<file path="src/hw/roirdt_pkg.sv">
// roirdt_pkg: constants and types for the region readout and delayed transfer block
// assumes a single clock domain and a plain register port
package roirdt_pkg;
	// register byte offsets
	localparam logic [7:0] OFS_CTRL = 8'h00;
	localparam logic [7:0] OFS_SLOT = 8'h04;
	localparam logic [7:0] OFS_SIZE = 8'h08;
	localparam logic [7:0] OFS_OFFSET = 8'h0C;
	localparam logic [7:0] OFS_NEXT = 8'h10;
	localparam logic [7:0] OFS_STATUS = 8'h14;
	// control field positions
	localparam int CTRL_MODE_LSB = 0;
	localparam int CTRL_DELAY_BIT = 2;
	localparam int CTRL_BINH_BIT = 3;
	localparam int CTRL_BINV_BIT = 4;
	localparam int CTRL_EXP_LSB = 5;
	// size and offset field positions
	localparam int FLD_HOR_LSB = 0;
	localparam int FLD_VER_LSB = 16;
	// output mode settings
	localparam logic [1:0] MODE_NORMAL = 2'h0;
	localparam logic [1:0] MODE_SEQUENCE = 2'h1;
	localparam logic [1:0] MODE_MULTI = 2'h2;
	// exposure modes
	localparam logic [2:0] EXP_FREE_RUN = 3'h0;
	localparam logic [2:0] EXP_TIMED_FREE = 3'h1;
	localparam logic [2:0] EXP_TIMED_TRIG = 3'h2;
	localparam logic [2:0] EXP_PULSE_WIDTH = 3'h3;
	localparam logic [2:0] EXP_PREDUMP = 3'h4;
	localparam logic [2:0] EXP_DOUBLE_SHOT = 3'h5;
	// region table
	localparam int NUM_SLOTS = 5;
	localparam logic [2:0] LAST_SLOT = 3'h4;
	localparam logic [12:0] RST_WIDTH = 13'hCE0;
	localparam logic [11:0] RST_HEIGHT = 12'h9A8;
	localparam logic [12:0] RST_OFS_X = 13'h010;
	localparam logic [11:0] RST_OFS_Y = 12'h004;
	localparam logic [2:0] RST_NEXT = 3'h0;
	// dark reference margin per side of a line
	localparam logic [4:0] DARK_MARGIN_FULL = 5'h10;
	localparam logic [4:0] DARK_MARGIN_BIN2 = 5'h08;

	typedef enum logic [4:0] {
		ST_IDLE = 5'b00001,
		ST_EXPOSE = 5'b00010,
		ST_READ = 5'b00100,
		ST_HOLD = 5'b01000,
		ST_SEND = 5'b10000
	} roirdt_state_type;

	typedef struct packed {
		roirdt_state_type state;
		logic [1:0] mode;
		logic delay_en;
		logic bin_h;
		logic bin_v;
		logic [2:0] exp_mode;
		logic [2:0] slot;
		logic [4:0][12:0] width;
		logic [4:0][11:0] height;
		logic [4:0][12:0] ofs_x;
		logic [4:0][11:0] ofs_y;
		logic [4:0][2:0] next;
		logic multi;
		logic [2:0] cur;
		logic [4:0] visited;
		logic win_valid;
		logic [2:0] win_slot;
		logic [12:0] win_x;
		logic [11:0] win_y;
		logic [12:0] win_w;
		logic [11:0] win_h;
		logic expose_start;
		logic xfer_start;
		logic [31:0] rdata;
	} roirdt_regs_type;
endpackage : roirdt_pkg

</file>
<file path="src/hw/roirdt_core.sv">
// roirdt_core: region readout chain, delayed transfer and dark reference window control
// assumes the sensor readout engine and network sender answer with done pulses
//
// Implementation choices: the address-and-strobe port and the placing of the registers.
`timescale 1ns/1ps
`default_nettype none
module roirdt_core (
	input wire logic clk_sys, // system clock
	input wire logic arst_n, // async reset
	input wire logic [7:0] reg_addr, // register byte address
	input wire logic [31:0] reg_wdata, // write data
	input wire logic reg_wr, // write strobe
	input wire logic reg_rd, // read strobe
	output logic [31:0] reg_rdata, // read data, cycle after strobe
	input wire logic frame_start_trigger, // capture request pulse
	input wire logic transfer_release_trigger, // release held frame pulse
	input wire logic exposure_done, // sensor exposure finished pulse
	output logic expose_start, // start exposure pulse
	output logic win_valid, // window descriptor valid
	output logic [2:0] win_slot, // region slot of window
	output logic [12:0] win_x, // horizontal start
	output logic [11:0] win_y, // vertical start
	output logic [12:0] win_w, // horizontal width
	output logic [11:0] win_h, // vertical lines
	input wire logic win_done, // window read into memory
	output logic xfer_start, // start network transfer pulse
	input wire logic xfer_done, // network transfer finished
	output logic frame_held, // frame waits for release
	output logic [4:0] dark_margin // dark pixels each side of line
);
	roirdt_pkg::roirdt_regs_type q_r;
	roirdt_pkg::roirdt_regs_type q_nxt;

	// -----------------------------------------------
	// helpers
	// -----------------------------------------------
	function automatic logic [12:0] half13(input logic [12:0] v);
		half13 = {1'b0, v[12:1]};
	endfunction : half13

	function automatic logic [11:0] half12(input logic [11:0] v);
		half12 = {1'b0, v[11:1]};
	endfunction : half12

	// the whole word is compared so that 8 and up never alias onto a legal slot
	function automatic logic slot_ok(input logic [31:0] v);
		slot_ok = (v <= {29'h0000_0000, roirdt_pkg::LAST_SLOT});
	endfunction : slot_ok

	// -----------------------------------------------
	// register decode
	// -----------------------------------------------
	logic wr_ctrl;
	logic wr_slot;
	logic wr_size;
	logic wr_ofs;
	logic wr_next;
	logic multi_ok;
	logic [2:0] succ;

	assign wr_ctrl = reg_wr && (reg_addr == roirdt_pkg::OFS_CTRL);
	assign wr_slot = reg_wr && (reg_addr == roirdt_pkg::OFS_SLOT);
	assign wr_size = reg_wr && (reg_addr == roirdt_pkg::OFS_SIZE);
	assign wr_ofs = reg_wr && (reg_addr == roirdt_pkg::OFS_OFFSET);
	assign wr_next = reg_wr && (reg_addr == roirdt_pkg::OFS_NEXT);
	// successor of the window now shown; always 0-4 because writes are clipped
	assign succ = q_r.next[q_r.cur];

	// -----------------------------------------------
	// exposure mode check
	// -----------------------------------------------
	// permitted exposure modes
	always_comb begin
		case (q_r.exp_mode)
			roirdt_pkg::EXP_TIMED_TRIG: multi_ok = 1'b1;
			roirdt_pkg::EXP_PULSE_WIDTH: multi_ok = 1'b1;
			roirdt_pkg::EXP_PREDUMP: multi_ok = !q_r.bin_v;
			default: multi_ok = 1'b0;
		endcase
	end

	// -----------------------------------------------
	// next state
	// -----------------------------------------------
	always_comb begin
		q_nxt = q_r;
		q_nxt.expose_start = 1'b0;
		q_nxt.xfer_start = 1'b0;
		// read data stand one cycle only, so an idle port shows zero
		q_nxt.rdata = 32'h0000_0000;

		// register writes
		if (wr_ctrl) begin
			q_nxt.mode = reg_wdata[roirdt_pkg::CTRL_MODE_LSB +: 2];
			q_nxt.delay_en = reg_wdata[roirdt_pkg::CTRL_DELAY_BIT];
			q_nxt.bin_h = reg_wdata[roirdt_pkg::CTRL_BINH_BIT];
			q_nxt.bin_v = reg_wdata[roirdt_pkg::CTRL_BINV_BIT];
			q_nxt.exp_mode = reg_wdata[roirdt_pkg::CTRL_EXP_LSB +: 3];
			// edge test on the stored bit: rewriting the same setting never halves twice
			for (int i = 0; i < roirdt_pkg::NUM_SLOTS; i++) begin
				if (!q_r.bin_h && reg_wdata[roirdt_pkg::CTRL_BINH_BIT]) begin
					q_nxt.width[i] = half13(q_r.width[i]);
					q_nxt.ofs_x[i] = half13(q_r.ofs_x[i]);
				end
				if (!q_r.bin_v && reg_wdata[roirdt_pkg::CTRL_BINV_BIT]) begin
					q_nxt.height[i] = half12(q_r.height[i]);
					q_nxt.ofs_y[i] = half12(q_r.ofs_y[i]);
				end
			end
		end
		if (wr_slot && slot_ok(reg_wdata)) begin
			q_nxt.slot = reg_wdata[2:0];
		end
		if (wr_size) begin
			q_nxt.width[q_r.slot] = reg_wdata[roirdt_pkg::FLD_HOR_LSB +: 13];
			q_nxt.height[q_r.slot] = reg_wdata[roirdt_pkg::FLD_VER_LSB +: 12];
		end
		if (wr_ofs) begin
			q_nxt.ofs_x[q_r.slot] = reg_wdata[roirdt_pkg::FLD_HOR_LSB +: 13];
			q_nxt.ofs_y[q_r.slot] = reg_wdata[roirdt_pkg::FLD_VER_LSB +: 12];
		end
		// successor write, out-of-range clipped to last slot
		if (wr_next) begin
			if (slot_ok(reg_wdata)) begin
				q_nxt.next[q_r.slot] = reg_wdata[2:0];
			end else begin
				q_nxt.next[q_r.slot] = roirdt_pkg::LAST_SLOT;
			end
		end

		// register reads
		if (reg_rd) begin
			case (reg_addr)
				roirdt_pkg::OFS_CTRL: begin
					q_nxt.rdata[roirdt_pkg::CTRL_MODE_LSB +: 2] = q_r.mode;
					q_nxt.rdata[roirdt_pkg::CTRL_DELAY_BIT] = q_r.delay_en;
					q_nxt.rdata[roirdt_pkg::CTRL_BINH_BIT] = q_r.bin_h;
					q_nxt.rdata[roirdt_pkg::CTRL_BINV_BIT] = q_r.bin_v;
					q_nxt.rdata[roirdt_pkg::CTRL_EXP_LSB +: 3] = q_r.exp_mode;
				end
				roirdt_pkg::OFS_SLOT: q_nxt.rdata[2:0] = q_r.slot;
				roirdt_pkg::OFS_SIZE: begin
					q_nxt.rdata[roirdt_pkg::FLD_HOR_LSB +: 13] = q_r.width[q_r.slot];
					q_nxt.rdata[roirdt_pkg::FLD_VER_LSB +: 12] = q_r.height[q_r.slot];
				end
				roirdt_pkg::OFS_OFFSET: begin
					q_nxt.rdata[roirdt_pkg::FLD_HOR_LSB +: 13] = q_r.ofs_x[q_r.slot];
					q_nxt.rdata[roirdt_pkg::FLD_VER_LSB +: 12] = q_r.ofs_y[q_r.slot];
				end
				roirdt_pkg::OFS_NEXT: q_nxt.rdata[2:0] = q_r.next[q_r.slot];
				roirdt_pkg::OFS_STATUS: begin
					q_nxt.rdata[4:0] = q_r.state;
					q_nxt.rdata[7:5] = q_r.cur;
					q_nxt.rdata[12:8] = q_r.visited;
					q_nxt.rdata[16] = multi_ok;
				end
				default: q_nxt.rdata = 32'h0000_0000;
			endcase
		end

		// frame sequence
		case (q_r.state)
			roirdt_pkg::ST_IDLE: begin
				if (frame_start_trigger) begin
					q_nxt.state = roirdt_pkg::ST_EXPOSE;
					q_nxt.expose_start = 1'b1;
					// sequence mode runs like normal mode
					q_nxt.multi = (q_r.mode == roirdt_pkg::MODE_MULTI) && multi_ok;
				end
			end
			roirdt_pkg::ST_EXPOSE: begin
				if (exposure_done) begin
					q_nxt.state = roirdt_pkg::ST_READ;
					q_nxt.cur = 3'h0;
					q_nxt.visited = 5'h01;
					q_nxt.win_valid = 1'b1;
					q_nxt.win_slot = 3'h0;
					q_nxt.win_x = q_r.ofs_x[0];
					q_nxt.win_y = q_r.ofs_y[0];
					q_nxt.win_w = q_r.width[0];
					q_nxt.win_h = q_r.height[0];
				end
			end
			roirdt_pkg::ST_READ: begin
				if (win_done) begin
					if (q_r.multi && !q_r.visited[succ]) begin
						// whole window again, shared pixels included
						q_nxt.cur = succ;
						q_nxt.visited[succ] = 1'b1;
						q_nxt.win_slot = succ;
						q_nxt.win_x = q_r.ofs_x[succ];
						q_nxt.win_y = q_r.ofs_y[succ];
						q_nxt.win_w = q_r.width[succ];
						q_nxt.win_h = q_r.height[succ];
					end else begin
						q_nxt.win_valid = 1'b0;
						if (q_r.delay_en) begin
							q_nxt.state = roirdt_pkg::ST_HOLD;
						end else begin
							q_nxt.state = roirdt_pkg::ST_SEND;
							q_nxt.xfer_start = 1'b1;
						end
					end
				end
			end
			roirdt_pkg::ST_HOLD: begin
				if (transfer_release_trigger) begin
					q_nxt.state = roirdt_pkg::ST_SEND;
					q_nxt.xfer_start = 1'b1;
				end
			end
			roirdt_pkg::ST_SEND: begin
				if (xfer_done) begin
					q_nxt.state = roirdt_pkg::ST_IDLE;
				end
			end
			default: begin
				q_nxt.state = roirdt_pkg::ST_IDLE;
				q_nxt.win_valid = 1'b0;
			end
		endcase
	end

	// -----------------------------------------------
	// state register
	// -----------------------------------------------
	always_ff @(posedge clk_sys or negedge arst_n) begin
		if (!arst_n) begin
			q_r.state <= roirdt_pkg::ST_IDLE;
			q_r.mode <= roirdt_pkg::MODE_NORMAL;
			q_r.delay_en <= 1'b0;
			q_r.bin_h <= 1'b0;
			q_r.bin_v <= 1'b0;
			q_r.exp_mode <= roirdt_pkg::EXP_FREE_RUN;
			q_r.slot <= 3'h0;
			q_r.width <= {roirdt_pkg::NUM_SLOTS{roirdt_pkg::RST_WIDTH}};
			q_r.height <= {roirdt_pkg::NUM_SLOTS{roirdt_pkg::RST_HEIGHT}};
			q_r.ofs_x <= {roirdt_pkg::NUM_SLOTS{roirdt_pkg::RST_OFS_X}};
			q_r.ofs_y <= {roirdt_pkg::NUM_SLOTS{roirdt_pkg::RST_OFS_Y}};
			q_r.next <= {roirdt_pkg::NUM_SLOTS{roirdt_pkg::RST_NEXT}};
			q_r.multi <= 1'b0;
			q_r.cur <= 3'h0;
			q_r.visited <= 5'h00;
			q_r.win_valid <= 1'b0;
			q_r.win_slot <= 3'h0;
			q_r.win_x <= 13'h0000;
			q_r.win_y <= 12'h000;
			q_r.win_w <= 13'h0000;
			q_r.win_h <= 12'h000;
			q_r.expose_start <= 1'b0;
			q_r.xfer_start <= 1'b0;
			q_r.rdata <= 32'h0000_0000;
		end else begin
			q_r <= q_nxt;
		end
	end

	// -----------------------------------------------
	// outputs
	// -----------------------------------------------
	assign reg_rdata = q_r.rdata;
	assign expose_start = q_r.expose_start;
	assign win_valid = q_r.win_valid;
	assign win_slot = q_r.win_slot;
	assign win_x = q_r.win_x;
	assign win_y = q_r.win_y;
	assign win_w = q_r.win_w;
	assign win_h = q_r.win_h;
	assign xfer_start = q_r.xfer_start;
	// decoded from the state register: no extra flop, no extra latency
	assign frame_held = (q_r.state == roirdt_pkg::ST_HOLD);
	// margin shrinks to eight under horizontal binning
	// dark pixels pass only if the window covers them
	assign dark_margin = q_r.bin_h ? roirdt_pkg::DARK_MARGIN_BIN2 : roirdt_pkg::DARK_MARGIN_FULL;
endmodule : roirdt_core
`default_nettype wire

</file>
<file path="config.mk">
export PLATFORM = sky130hd
export DESIGN_NAME = roirdt_core
export DESIGN_NICKNAME = d
export VERILOG_FILES = /design/src/hw/roirdt_pkg.sv /design/src/hw/roirdt_core.sv
export SDC_FILE = /design/constraint.sdc
export NUM_CORES = 1
export LEC_CHECK = 0
export ABC_AREA = 0
export BUFFER_PORTS_ARGS = -buffer_cell sky130_fd_sc_hd__buf_2
export CORE_MARGIN = 2
export CORE_UTILIZATION = 40
export DETAILED_ROUTE_END_ITERATION = 12
export PLACE_DENSITY_LB_ADDON = 0.05
export SYNTH_ARGS = -nofsm -noshare
export SYNTH_HDL_FRONTEND = slang
export SYNTH_SLANG_ARGS = --single-unit
</file>
<file path="constraint.sdc">
create_clock -name clk_sys -period 3.1 [get_ports clk_sys]
set_input_delay 0.31 -clock clk_sys [delete_from_list [all_inputs] [get_ports clk_sys]]
set_output_delay 0.31 -clock clk_sys [all_outputs]
set_load 0.05 [all_outputs]
</file>
==> metrics.yaml, run 1 <==
nets: 2146
dr_wl_cell_um: 25.8
critPathSlowestCell: "sky130_fd_sc_hd__mux4_2"
total_power_uw: 14000
vias: 16500
synth-edff-count: 0
dp_area_um2: 21900
globalplace.congestion: 0.894
share_of_power_burned_in_registers_pct: 40.3
power.share.clock_pct: 36.9
ys_warn_count: 0
seq_area_um2: 9290
insertion_delay_ns: 0.59
worstPathCellList: "mux4_2, a21o_1, a31oi_1, a211oi_4, nor2_4, buf_4, mux2_4"
clock-root-buffer: "sky130_fd_sc_hd__clkbuf_16"
avgSynthCellArea_um2: 9.88
num-fill-cells: 4915
critPathMaxStageDelay_ns: 0.54
detail-route-antenna-nets: 0
syn_to_final_growth_pct: 12.1
whs_ns: 0.0653
io_buffers: 132
numClockSinks: 368
p_per_area_nw_per_um2: 601
synth_cells: 2109
cp_data_required_time_ns: 3.57
cts.clk_slew.worst_paths_ns: 0.06
grt_antenna_before_repair: 1
die-width_um: 232
grt_setup_unrepaired: "false"
numCtsBuffers: 45
initial_core_util_pct: 40.5
fp.coreArea_um2: 51400
grt_pass1_wl_mm: 109
rows: 83
finalCriticalPeriod_ns: 2.87
end_kind: "flop"
setup.worst_path.start: "q_r[93]$_DFFE_PN0P_"
track_usage_pct: 27.1
result_of_the_run: "finished, final reports clean"
timing.final.crit_share_pct: 92.5
cts_repair_resize_count: 0
critPathKind: "reg2reg"
worst-path-buf-inv: 1
grt_max_degree: 131
clock_path_buffers: 3
endpoint_of_the_lowest_slack_register_to_register_path: "win_h[5]$_DFFE_PN0P_"
max_freq_mhz: 349
clock_skew_after_layout_ns: 0.0114
first_global_vias: 16400
maxCapViolations: 0
slew_headroom_pct: 21.3
synth_sequential_area_ratio_pct: 44.6
power_leakage_uw: 0.0118
syn-cell-area_um2: 20800
die_area_um2: 53900
cts_tree: "done"
n_antenna_cell: 0
die-height_um: 232
drive_above_1_share_pct: 22.7
worstPathMaxFanout: 20
detail_route.drc_violations: 0
tightest_slew_ns: 1.18
place_hpwl_mm: 47.5
critPathTopFamily: "multiplexers"
timing.hold.worst.start: "reg_wdata[27]"
r2r_start: "q_r[93]$_DFFE_PN0P_"
crit_path_end: "win_h[5]$_DFFE_PN0P_"
routed_wirelength_mm: 72.5
first_pass_iters: 7
mostFrequentLayoutCell: "sky130_fd_sc_hd__dfrtp_1"
area_taken_by_multi_input_logic_gates_um2: 10200
hold_path_class: "in2reg"
grt_overflow_total: 0
reg2reg_depth: 7
layout_common_cells: "sky130_fd_sc_hd__dfrtp_1, sky130_fd_sc_hd__mux2i_1, sky130_fd_sc_hd__nor2_1"
slew_violations: 0
yosys_register_bits: 368
startpoint_type: "flop"
vias_per_cell: 5.88
timing.setup.tns_ns: 0
cts_htree_levels: 2
synth_top_flop_cell: "sky130_fd_sc_hd__dfrtp_1"
power.share.combinational_pct: 22.7
critical_path_arrival_ns: 3.33
finalHoldViolations: 0
final_design_area_no_fill_um2: 23300
peakVddDrop_uv: 403
rrSetupSlack_ns: 0.23
worst-path-stages: 7
detail_route.iter0.violations: 1289
async_reset_ff_share_pct: 100
synth.distinct_cells: 58
final-setup-viol-count: 0
post-cts-setup-buffers: 0
p_sw_share_pct: 33.7
internal_power_uw: 9300
postCtsHoldBufs: 4
net-switching-power_uw: 4720
io-pin-count: 143
## area by class of cell
type                       count  area share [%]
sequential                   368            39.8
inverter                      10           0.161
clock inverter                 3           0.188
timing repair buffer         212            6.67
multi-input combinational   1460            43.7
tap                          680            3.64
clock buffer                  80            5.87
## tightest hold or removal path, delay by kind of cell
kind	cells	cell delay [ns]
buffers and inverters	1	0.18
AO/OA/AOI/OAI	1	0.07
AND/OR/NAND/NOR	1	0.08
## flip-flops by register name, summed over array words and instances, names as in the netlist
| signal | cells |
|---|---|
| reg_rdata | 25 |
| win_h | 12 |
| xfer_start | 1 |
| win_valid | 1 |
| win_w | 13 |
| expose_start | 1 |
| win_x | 13 |
| q_r | 290 |
| win_y | 12 |
## stage by stage
step | setup slack [ns] | cells | util [%]
finish | 0.233 | 2813 | 45.4
global route | 0.0831 | 2813 | 45.4
CTS | 0.246 | 2813 | 45.4
detailed placement | 0.254 | 2726 | 42.6
global placement | 0.293 | 2726 | 42.6
floorplan | 0.527 | 2118 | -
## cell usage after synthesis, types with 4 or more instances
cell	count	area (um^2)
sky130_fd_sc_hd__a211oi_1	12	90.1
sky130_fd_sc_hd__a21oi_1	164	821
sky130_fd_sc_hd__a221oi_1	11	96.3
sky130_fd_sc_hd__a22oi_1	161	1210
sky130_fd_sc_hd__a31oi_1	6	37.5
sky130_fd_sc_hd__and2_1	4	25.0
sky130_fd_sc_hd__and3_1	18	113
sky130_fd_sc_hd__buf_1	23	86.3
sky130_fd_sc_hd__buf_2	7	35.0
sky130_fd_sc_hd__buf_4	89	668
sky130_fd_sc_hd__buf_6	6	67.6
sky130_fd_sc_hd__clkbuf_1	155	582
sky130_fd_sc_hd__dfrtp_1	307	7680
sky130_fd_sc_hd__dfstp_2	61	1600
sky130_fd_sc_hd__inv_1	10	37.5
sky130_fd_sc_hd__mux2_2	80	901
sky130_fd_sc_hd__mux2_4	49	736
sky130_fd_sc_hd__mux2i_1	274	2740
sky130_fd_sc_hd__nand2_1	160	601
sky130_fd_sc_hd__nand2b_1	5	31.3
sky130_fd_sc_hd__nand3_1	16	80.1
sky130_fd_sc_hd__nand4_1	8	50.1
sky130_fd_sc_hd__nor2_1	185	694
sky130_fd_sc_hd__nor3_1	19	95.1
sky130_fd_sc_hd__nor4_1	11	68.8
sky130_fd_sc_hd__o211ai_1	14	105
sky130_fd_sc_hd__o21ai_0	157	786
sky130_fd_sc_hd__o21ai_1	4	20.0
sky130_fd_sc_hd__o221ai_1	33	289
sky130_fd_sc_hd__o22ai_1	20	125
## metal layers
layer	vias to the layer above	wire length [um]	share of wire [%]	track usage, %
met5	-	0	0	0
met4	0	2700	3.7	10.9
met3	131	4160	5.7	3.16
met2	584	32400	45	41.4
met1	8262	33200	46	38.9
li1	7571	-	-	-
## power groups by stage
stage | sequential [uW] | clock (uW) | combinational, uW
global placement | 5750 | 0 | 3190
detailed placement | 5740 | 0 | 3210
CTS | 5670 | 5290 | 3220
finish | 5660 | 5180 | 3190
floorplan | 5550 | 0 | 2830
global route | 5710 | 5470 | 3360
## cell families after synthesis
logic type	after synthesis	synth area share (%)
compound gates	595	17.8
simple gates	449	9.30
mux	405	21.2
flops	368	44.6
buf+inv	290	7.09
xor+xnor	1	0.0420
other cells	1	0.0180
## how the worst min path moves through the flow
stage                        endpoint  slack (ns)  cells after the start
2_1_floorplan  expose_start$_DFF_PN0_        0.01                      0
3_3_place_gp       q_r[229]$_DFF_PN0_        0.41                      1
3_5_place_dp       q_r[216]$_DFF_PN0_        0.41                      1
4_1_cts            q_r[272]$_DFF_PN1_        0.04                      3
5_1_grt            q_r[272]$_DFF_PN1_         0.1                      3
6_report           q_r[272]$_DFF_PN1_        0.07                      3
(Power assumes the default switching activity.)
==> run 2: changes to the inputs <==
- CTS_BUF_LIST: unset -> sky130_fd_sc_hd__clkbuf_4 sky130_fd_sc_hd__clkbuf_8
==> run 2 against run 1 <==
  * Hold slack got worse by 0.027 ns
  * Non-clock buffer count increased by 5
  * Total power rose by 1.5%
  * Clock power grew 3.9%
  * Register-to-register slack worse by 0.02 ns
  * Clock-buffer cell count up 38
  * Worst setup slack worse by 0.018 ns
  * Die area is the same
  * Largest cell class unchanged
  * Highest routed layer unchanged
==> metrics.yaml, run 2 (synthesis gave the netlist of run 1 again) <==
result_of_the_run: "finished, final reports clean"
grt_pass1_wl_mm: 110  # +0.83%
power_leakage_uw: 0.0119  # +1.6%
p_per_area_nw_per_um2: 604  # +0.54%
worstPathMaxFanout: 20  # unchanged
final_design_area_no_fill_um2: 23600  # +0.95%
grt_overflow_total: 0  # unchanged
fp.coreArea_um2: 51400  # unchanged
num-fill-cells: 4918  # +0.061%
globalplace.congestion: 0.894  # unchanged
clock-root-buffer: "sky130_fd_sc_hd__clkbuf_8"
numCtsBuffers: 71  # +58%
max_freq_mhz: 347  # -0.63%
area_taken_by_multi_input_logic_gates_um2: 10200  # unchanged
insertion_delay_ns: 0.65  # +0.06 ns
critPathSlowestCell: "sky130_fd_sc_hd__mux4_2"
clock_skew_after_layout_ns: 0.0296  # +0.0182 ns
layout_common_cells: "sky130_fd_sc_hd__dfrtp_1, sky130_fd_sc_hd__mux2i_1, sky130_fd_sc_hd__nor2_1"
total_power_uw: 14200  # +1.5%
slew_headroom_pct: 25.9  # +4.6 points
cts_htree_levels: 3  # +1
clock_path_buffers: 3  # unchanged
critPathMaxStageDelay_ns: 0.54  # about the same
mostFrequentLayoutCell: "sky130_fd_sc_hd__dfrtp_1"
finalHoldViolations: 0  # unchanged
cts_tree: "done"
die-width_um: 232  # unchanged
detail_route.drc_violations: 0  # unchanged
io_buffers: 132  # unchanged
detail_route.iter0.violations: 1328  # +3.0%
critical_path_arrival_ns: 3.40  # +0.07 ns
end_kind: "flop"
cp_data_required_time_ns: 3.61  # +0.04 ns
grt_setup_unrepaired: "false"
syn_to_final_growth_pct: 13.1
grtUsageMet1_pct: 38.9  # about the same
globalRouteMet3Util_pct: 3.89  # +0.74 points
cts.clk_slew.worst_paths_ns: 0.06  # about the same
drive_above_1_share_pct: 25.4  # +2.7 points
slew_violations: 0  # unchanged
timing.hold.worst.start: "reg_wdata[10]"
first_global_vias: 16600  # +1.4%
r2r_start: "q_r[93]$_DFFE_PN0P_"
setup.worst_path.start: "q_r[93]$_DFFE_PN0P_"
die-height_um: 232  # unchanged
grt_max_degree: 131  # unchanged
seq_area_um2: 9290  # unchanged
hold_path_class: "in2reg"
die_area_um2: 53900  # unchanged
numClockSinks: 368  # unchanged
largest_reg_flops: 290  # unchanged
track_usage_pct: 27.4  # +0.29 points
place_hpwl_mm: 47.5  # unchanged
dr_wl_cell_um: 25.5  # -0.90%
maxCapViolations: 0  # unchanged
grt_antenna_before_repair: 1  # unchanged
detail-route-antenna-nets: 0  # unchanged
globalRoute.busiestLayer: "met2"
post-cts-setup-buffers: 0  # unchanged
grt_met2_usage_pct: 41.9  # +0.48 points
largest-register: "q_r"
initial_core_util_pct: 40.5  # unchanged
finalCriticalPeriod_ns: 2.89  # +0.0183 ns
nets: 2177  # +1.4%
peakVddDrop_uv: 335  # -17%
io-pin-count: 143  # unchanged
timing.final.crit_share_pct: 93.1  # +0.59 points
worst-path-buf-inv: 1  # unchanged
critPathKind: "reg2reg"
vias_per_cell: 5.83  # -0.88%
post_route_core_utilization_pct: 45.9  # +0.43 points
final-setup-viol-count: 0  # unchanged
dp_area_um2: 21900  # unchanged
critPathTopFamily: "multiplexers"
timing.setup.tns_ns: 0  # unchanged
first_pass_iters: 6  # -1
routed_wirelength_mm: 73.1  # +0.89%
worstPathCellList: "mux4_2, a21o_1, a31oi_1, a211oi_4, nor2_4, buf_4, mux2_4"
tightest_slew_ns: 1.11  # -0.0694 ns
vias: 16700  # +0.92%
startpoint_type: "flop"
rows: 83  # unchanged
==> run 2: changes by cell type in the layout (fill, tap and decap cells not counted) <==
cell,previous run,this run
sky130_fd_sc_hd__dlygate4sd3_1,4,9
sky130_fd_sc_hd__inv_6,1,0
sky130_fd_sc_hd__clkbuf_4,0,22
sky130_fd_sc_hd__clkinv_2,1,7
sky130_fd_sc_hd__clkbuf_16,47,0
sky130_fd_sc_hd__bufinv_16,1,2
sky130_fd_sc_hd__clkbuf_1,26,0
sky130_fd_sc_hd__clkbuf_8,7,96
sky130_fd_sc_hd__diode_2,0,2
==> run 2: per-stage QoR <==
stage,setup slack (ns),hold WS (ns),instances
final,0.215,0.0379,2864
after global routing,0.0807,0.0389,2862
after CTS,0.241,0.00306,2862
after detailed placement,0.254,0.408,2726
after global placement,0.293,0.410,2726
after floorplan,0.527,0.0144,2118
==> run 2: power by group <==
| part | switching [uW] | leakage [uW] | internal (uW) |
|---|---|---|---|
| Sequential | 427 | 0.00488 | 5240 |
| Clock | 2200 | 0.000847 | 3180 |
| Combinational | 2180 | 0.00622 | 1020 |
| Total | 4800 | 0.0119 | 9430 |
==> run 2: final cells by class <==
cell class	count	area share (%)
inverter	10	0.159
multi-input combinational	1460	43.3
clock buffer	118	6.31
tap	680	3.61
antenna	2	0.0212
sequential	368	39.4
clock inverter	9	0.403
timing repair buffer	217	6.82
==> run 2: metal layers <==
metal  part of all wire [%]  vias to the layer above  wire [um]
met4                    3.2                        0       2340
met2                     45                      592      32800
met1                     46                     8358      33900
met3                    5.6                      121       4100
met5                      0                        -          0
li1                       -                     7629          -
==> run 2: path summary, 6_finish.rpt <==
check	endpoint	slack, ns	depth (start not counted)
worst min register to register	win_h[5]$_DFFE_PN0P_	0.51	1
min in group asynchronous	win_x[5]$_DFFE_PN0P_	0.28	2
worst min-delay path	q_r[359]$_DFF_PN1_	0.04	3
worst max register to register	win_h[5]$_DFFE_PN0P_	0.21	7
worst max-delay path	win_h[5]$_DFFE_PN0P_	0.21	7
max in group asynchronous	q_r[240]$_DFF_PN1_	1.84	3
==> run 2: worst reg2reg max path, delay by kind of cell, from the launching register on <==
| family | cells | cell delay [ns] |
|---|---|---|
| AOI/OAI and AO/OA | 3 | 0.75 |
| buffers and inverters | 1 | 0.41 |
| muxes | 2 | 0.91 |
| DFF | 1 | 0.52 |
| and+or+nand+nor | 1 | 0.16 |
==> run 2: what timing repair did <==
| action | in CTS | in global routing |
|---|---|---|
| hold endpoints to repair | 93 | 0 |
| hold buffers | 9 | 0 |
| resized for setup | 0 | 0 |
==> run 3: changes to the inputs <==
- REMOVE_ABC_BUFFERS: unset -> 1
==> run 3 against run 2 <==
  * Combinational power about the same
  * Flip-flop and latch count unchanged
  * Sequential share of layout area shrank 0.11 points
  * Register-to-register slack got worse by 0.05 ns
  * Global-route usage down 0.28 points
  * Critical endpoint is now win_h[0]$_DFFE_PN0P_
  * Largest cell class unchanged
  * Largest power group unchanged
  * Highest routed layer unchanged
==> metrics.yaml, run 3 (synthesis gave the netlist of run 1 again) <==
seq_area_um2: 9290  # unchanged
critPathSlowestCell: "sky130_fd_sc_hd__mux4_2"
area_taken_by_multi_input_logic_gates_um2: 10200  # unchanged
die-width_um: 232  # unchanged
insertion_delay_ns: 0.64  # about the same
initial_core_util_pct: 40.5  # unchanged
worst-path-buf-inv: 1  # unchanged
detail-route-antenna-nets: 0  # unchanged
grt_pass1_wl_mm: 110  # -0.43%
vias_per_cell: 5.84  # +0.10%
dr_wl_cell_um: 25.2  # -1.2%
globalplace.congestion: 0.860  # -3.8%
post-cts-setup-buffers: 0  # unchanged
grt_antenna_before_repair: 0  # -1
max_freq_mhz: 340  # -1.8%
io_buffers: 132  # unchanged
peakVddDrop_uv: 421  # +26%
postLayoutSetupSlackWorst_ns: 0.162  # -0.0531 ns
dp_cells: 2732  # +0.22%
final_design_area_no_fill_um2: 23600  # +0.29%
dpl_worst_slack_ns: 0.165  # -0.0892 ns
place_hpwl_mm: 45.5  # -4.1%
first_pass_iters: 7  # +1
drive_above_1_share_pct: 25.4  # -0.070 points
hold_path_class: "in2reg"
layout_common_cells: "sky130_fd_sc_hd__dfrtp_1, sky130_fd_sc_hd__mux2i_1, sky130_fd_sc_hd__nor2_1"
p_per_area_nw_per_um2: 588  # -2.6%
die-height_um: 232  # unchanged
grt_max_degree: 131  # unchanged
grt_setup_unrepaired: "false"
largest_reg_flops: 290  # unchanged
nets: 2189  # +0.55%
track_usage_pct: 27.1  # -0.28 points
result_of_the_run: "finished, final reports clean"
cts.clk_slew.worst_paths_ns: 0.06  # about the same
vias: 16700  # +0.28%
detail_route.iter0.violations: 1350  # +1.7%
clock-root-buffer: "sky130_fd_sc_hd__clkbuf_8"
power_leakage_uw: 0.0120  # +0.12%
mostFrequentLayoutCell: "sky130_fd_sc_hd__dfrtp_1"
critical_path_arrival_ns: 3.44  # +0.04 ns
slew_violations: 0  # unchanged
routed_wirelength_mm: 72.4  # -1.1%
startpoint_type: "flop"
num-fill-cells: 4912  # -0.12%
tightest_slew_ns: 1.05  # -0.0624 ns
whs_ns: 0.0646  # +0.0267 ns
numCtsBuffers: 71  # unchanged
final-setup-viol-count: 0  # unchanged
end_kind: "flop"
non_filler_instance_count_after_layout: 2869  # +0.17%
rows: 83  # unchanged
maxCapViolations: 0  # unchanged
critPathMaxStageDelay_ns: 0.57  # +0.03 ns
die_area_um2: 53900  # unchanged
cts_htree_levels: 3  # unchanged
first_global_vias: 16700  # +0.34%
grt_overflow_total: 0  # unchanged
syn_to_final_growth_pct: 13.5
cts_tree: "done"
detail_route.drc_violations: 0  # unchanged
critPathTopFamily: "multiplexers"
slew_headroom_pct: 30.1  # +4.2 points
timing.final.crit_share_pct: 94.8  # +1.7 points
dp_area_um2: 22000  # +0.61%
clock_path_buffers: 3  # unchanged
worstPathCellList: "mux4_2, a21o_1, a31oi_1, a211oi_4, nor2_4, buf_12, mux2_4"
timing.setup.tns_ns: 0  # unchanged
cp_data_required_time_ns: 3.60  # about the same
finalHoldViolations: 0  # unchanged
largest-register: "q_r"
critPathKind: "reg2reg"
worstPathMaxFanout: 25  # +25%
numClockSinks: 368  # unchanged
fp.coreArea_um2: 51400  # unchanged
io-pin-count: 143  # unchanged
clock_skew_after_layout_ns: 0.0288  # -0.000816 ns
finalCriticalPeriod_ns: 2.94  # +0.0531 ns
==> run 3: layout make-up <==
class                   instances  area share, %
flip-flops and latches        368           39.3
diodes                          1         0.0106
inverters                      10          0.159
well taps                     680           3.60
clock buffers                 114           5.92
clock inverters                 7          0.254
repair buffers                229           7.61
multi-input cells            1460           43.1
==> run 3: power breakdown <==
part           internal (uW)  switching (uW)  total [uW]
Combinational           1060            2160        3220
Clock                   2920            2130        5050
Sequential              5240             391        5630
Total                   9210            4690       13900
==> run 3: timing repair <==
action	CTS	global route
endpoints found under the hold margin	106	0
hold buffers	15	0
setup endpoints to repair	0	22
resized for setup	0	1
==> run 3: layer usage <==
metal  share of wire (%)  GRT usage [%]  up-vias
met1                  47           38.5     8491
met2                  46           42.8      521
met3                 5.3           4.09       76
li1                    -              -     7658
met5                   0              0        -
met4                 1.9           7.63        0
==> run 3: worst min-delay path, cell delays in order <==
cell and delay [ns]:
sky130_fd_sc_hd__buf_2 0.18, sky130_fd_sc_hd__nand2_1 0.08, sky130_fd_sc_hd__o21ai_0 0.07
==> run 3: worst paths after layout <==
path / start / endpoint / slack [ns] / depth (start not counted)
max reg2reg: q_r[93]$_DFFE_PN0P_ / win_h[0]$_DFFE_PN0P_ / 0.16 / 7
min in group asynchronous: arst_n / q_r[377]$_DFFE_PN0P_ / 0.29 / 2
max: q_r[93]$_DFFE_PN0P_ / win_h[0]$_DFFE_PN0P_ / 0.16 / 7
min: reg_wdata[16] / q_r[136]$_DFF_PN0_ / 0.06 / 3
max in group asynchronous: arst_n / q_r[240]$_DFF_PN1_ / 1.83 / 3
min reg2reg: win_w[12]$_DFFE_PN0P_ / win_w[12]$_DFFE_PN0P_ / 0.49 / 1
==> run 3: through the flow <==
stage / total power (uW) / util, %
after global placement: 8910 / 42.8
after global routing: 14500 / 46.0
final: 13900 / 46.0
after floorplan: 7810 / -
after detailed placement: 8920 / 42.8
after CTS: 14100 / 46.0
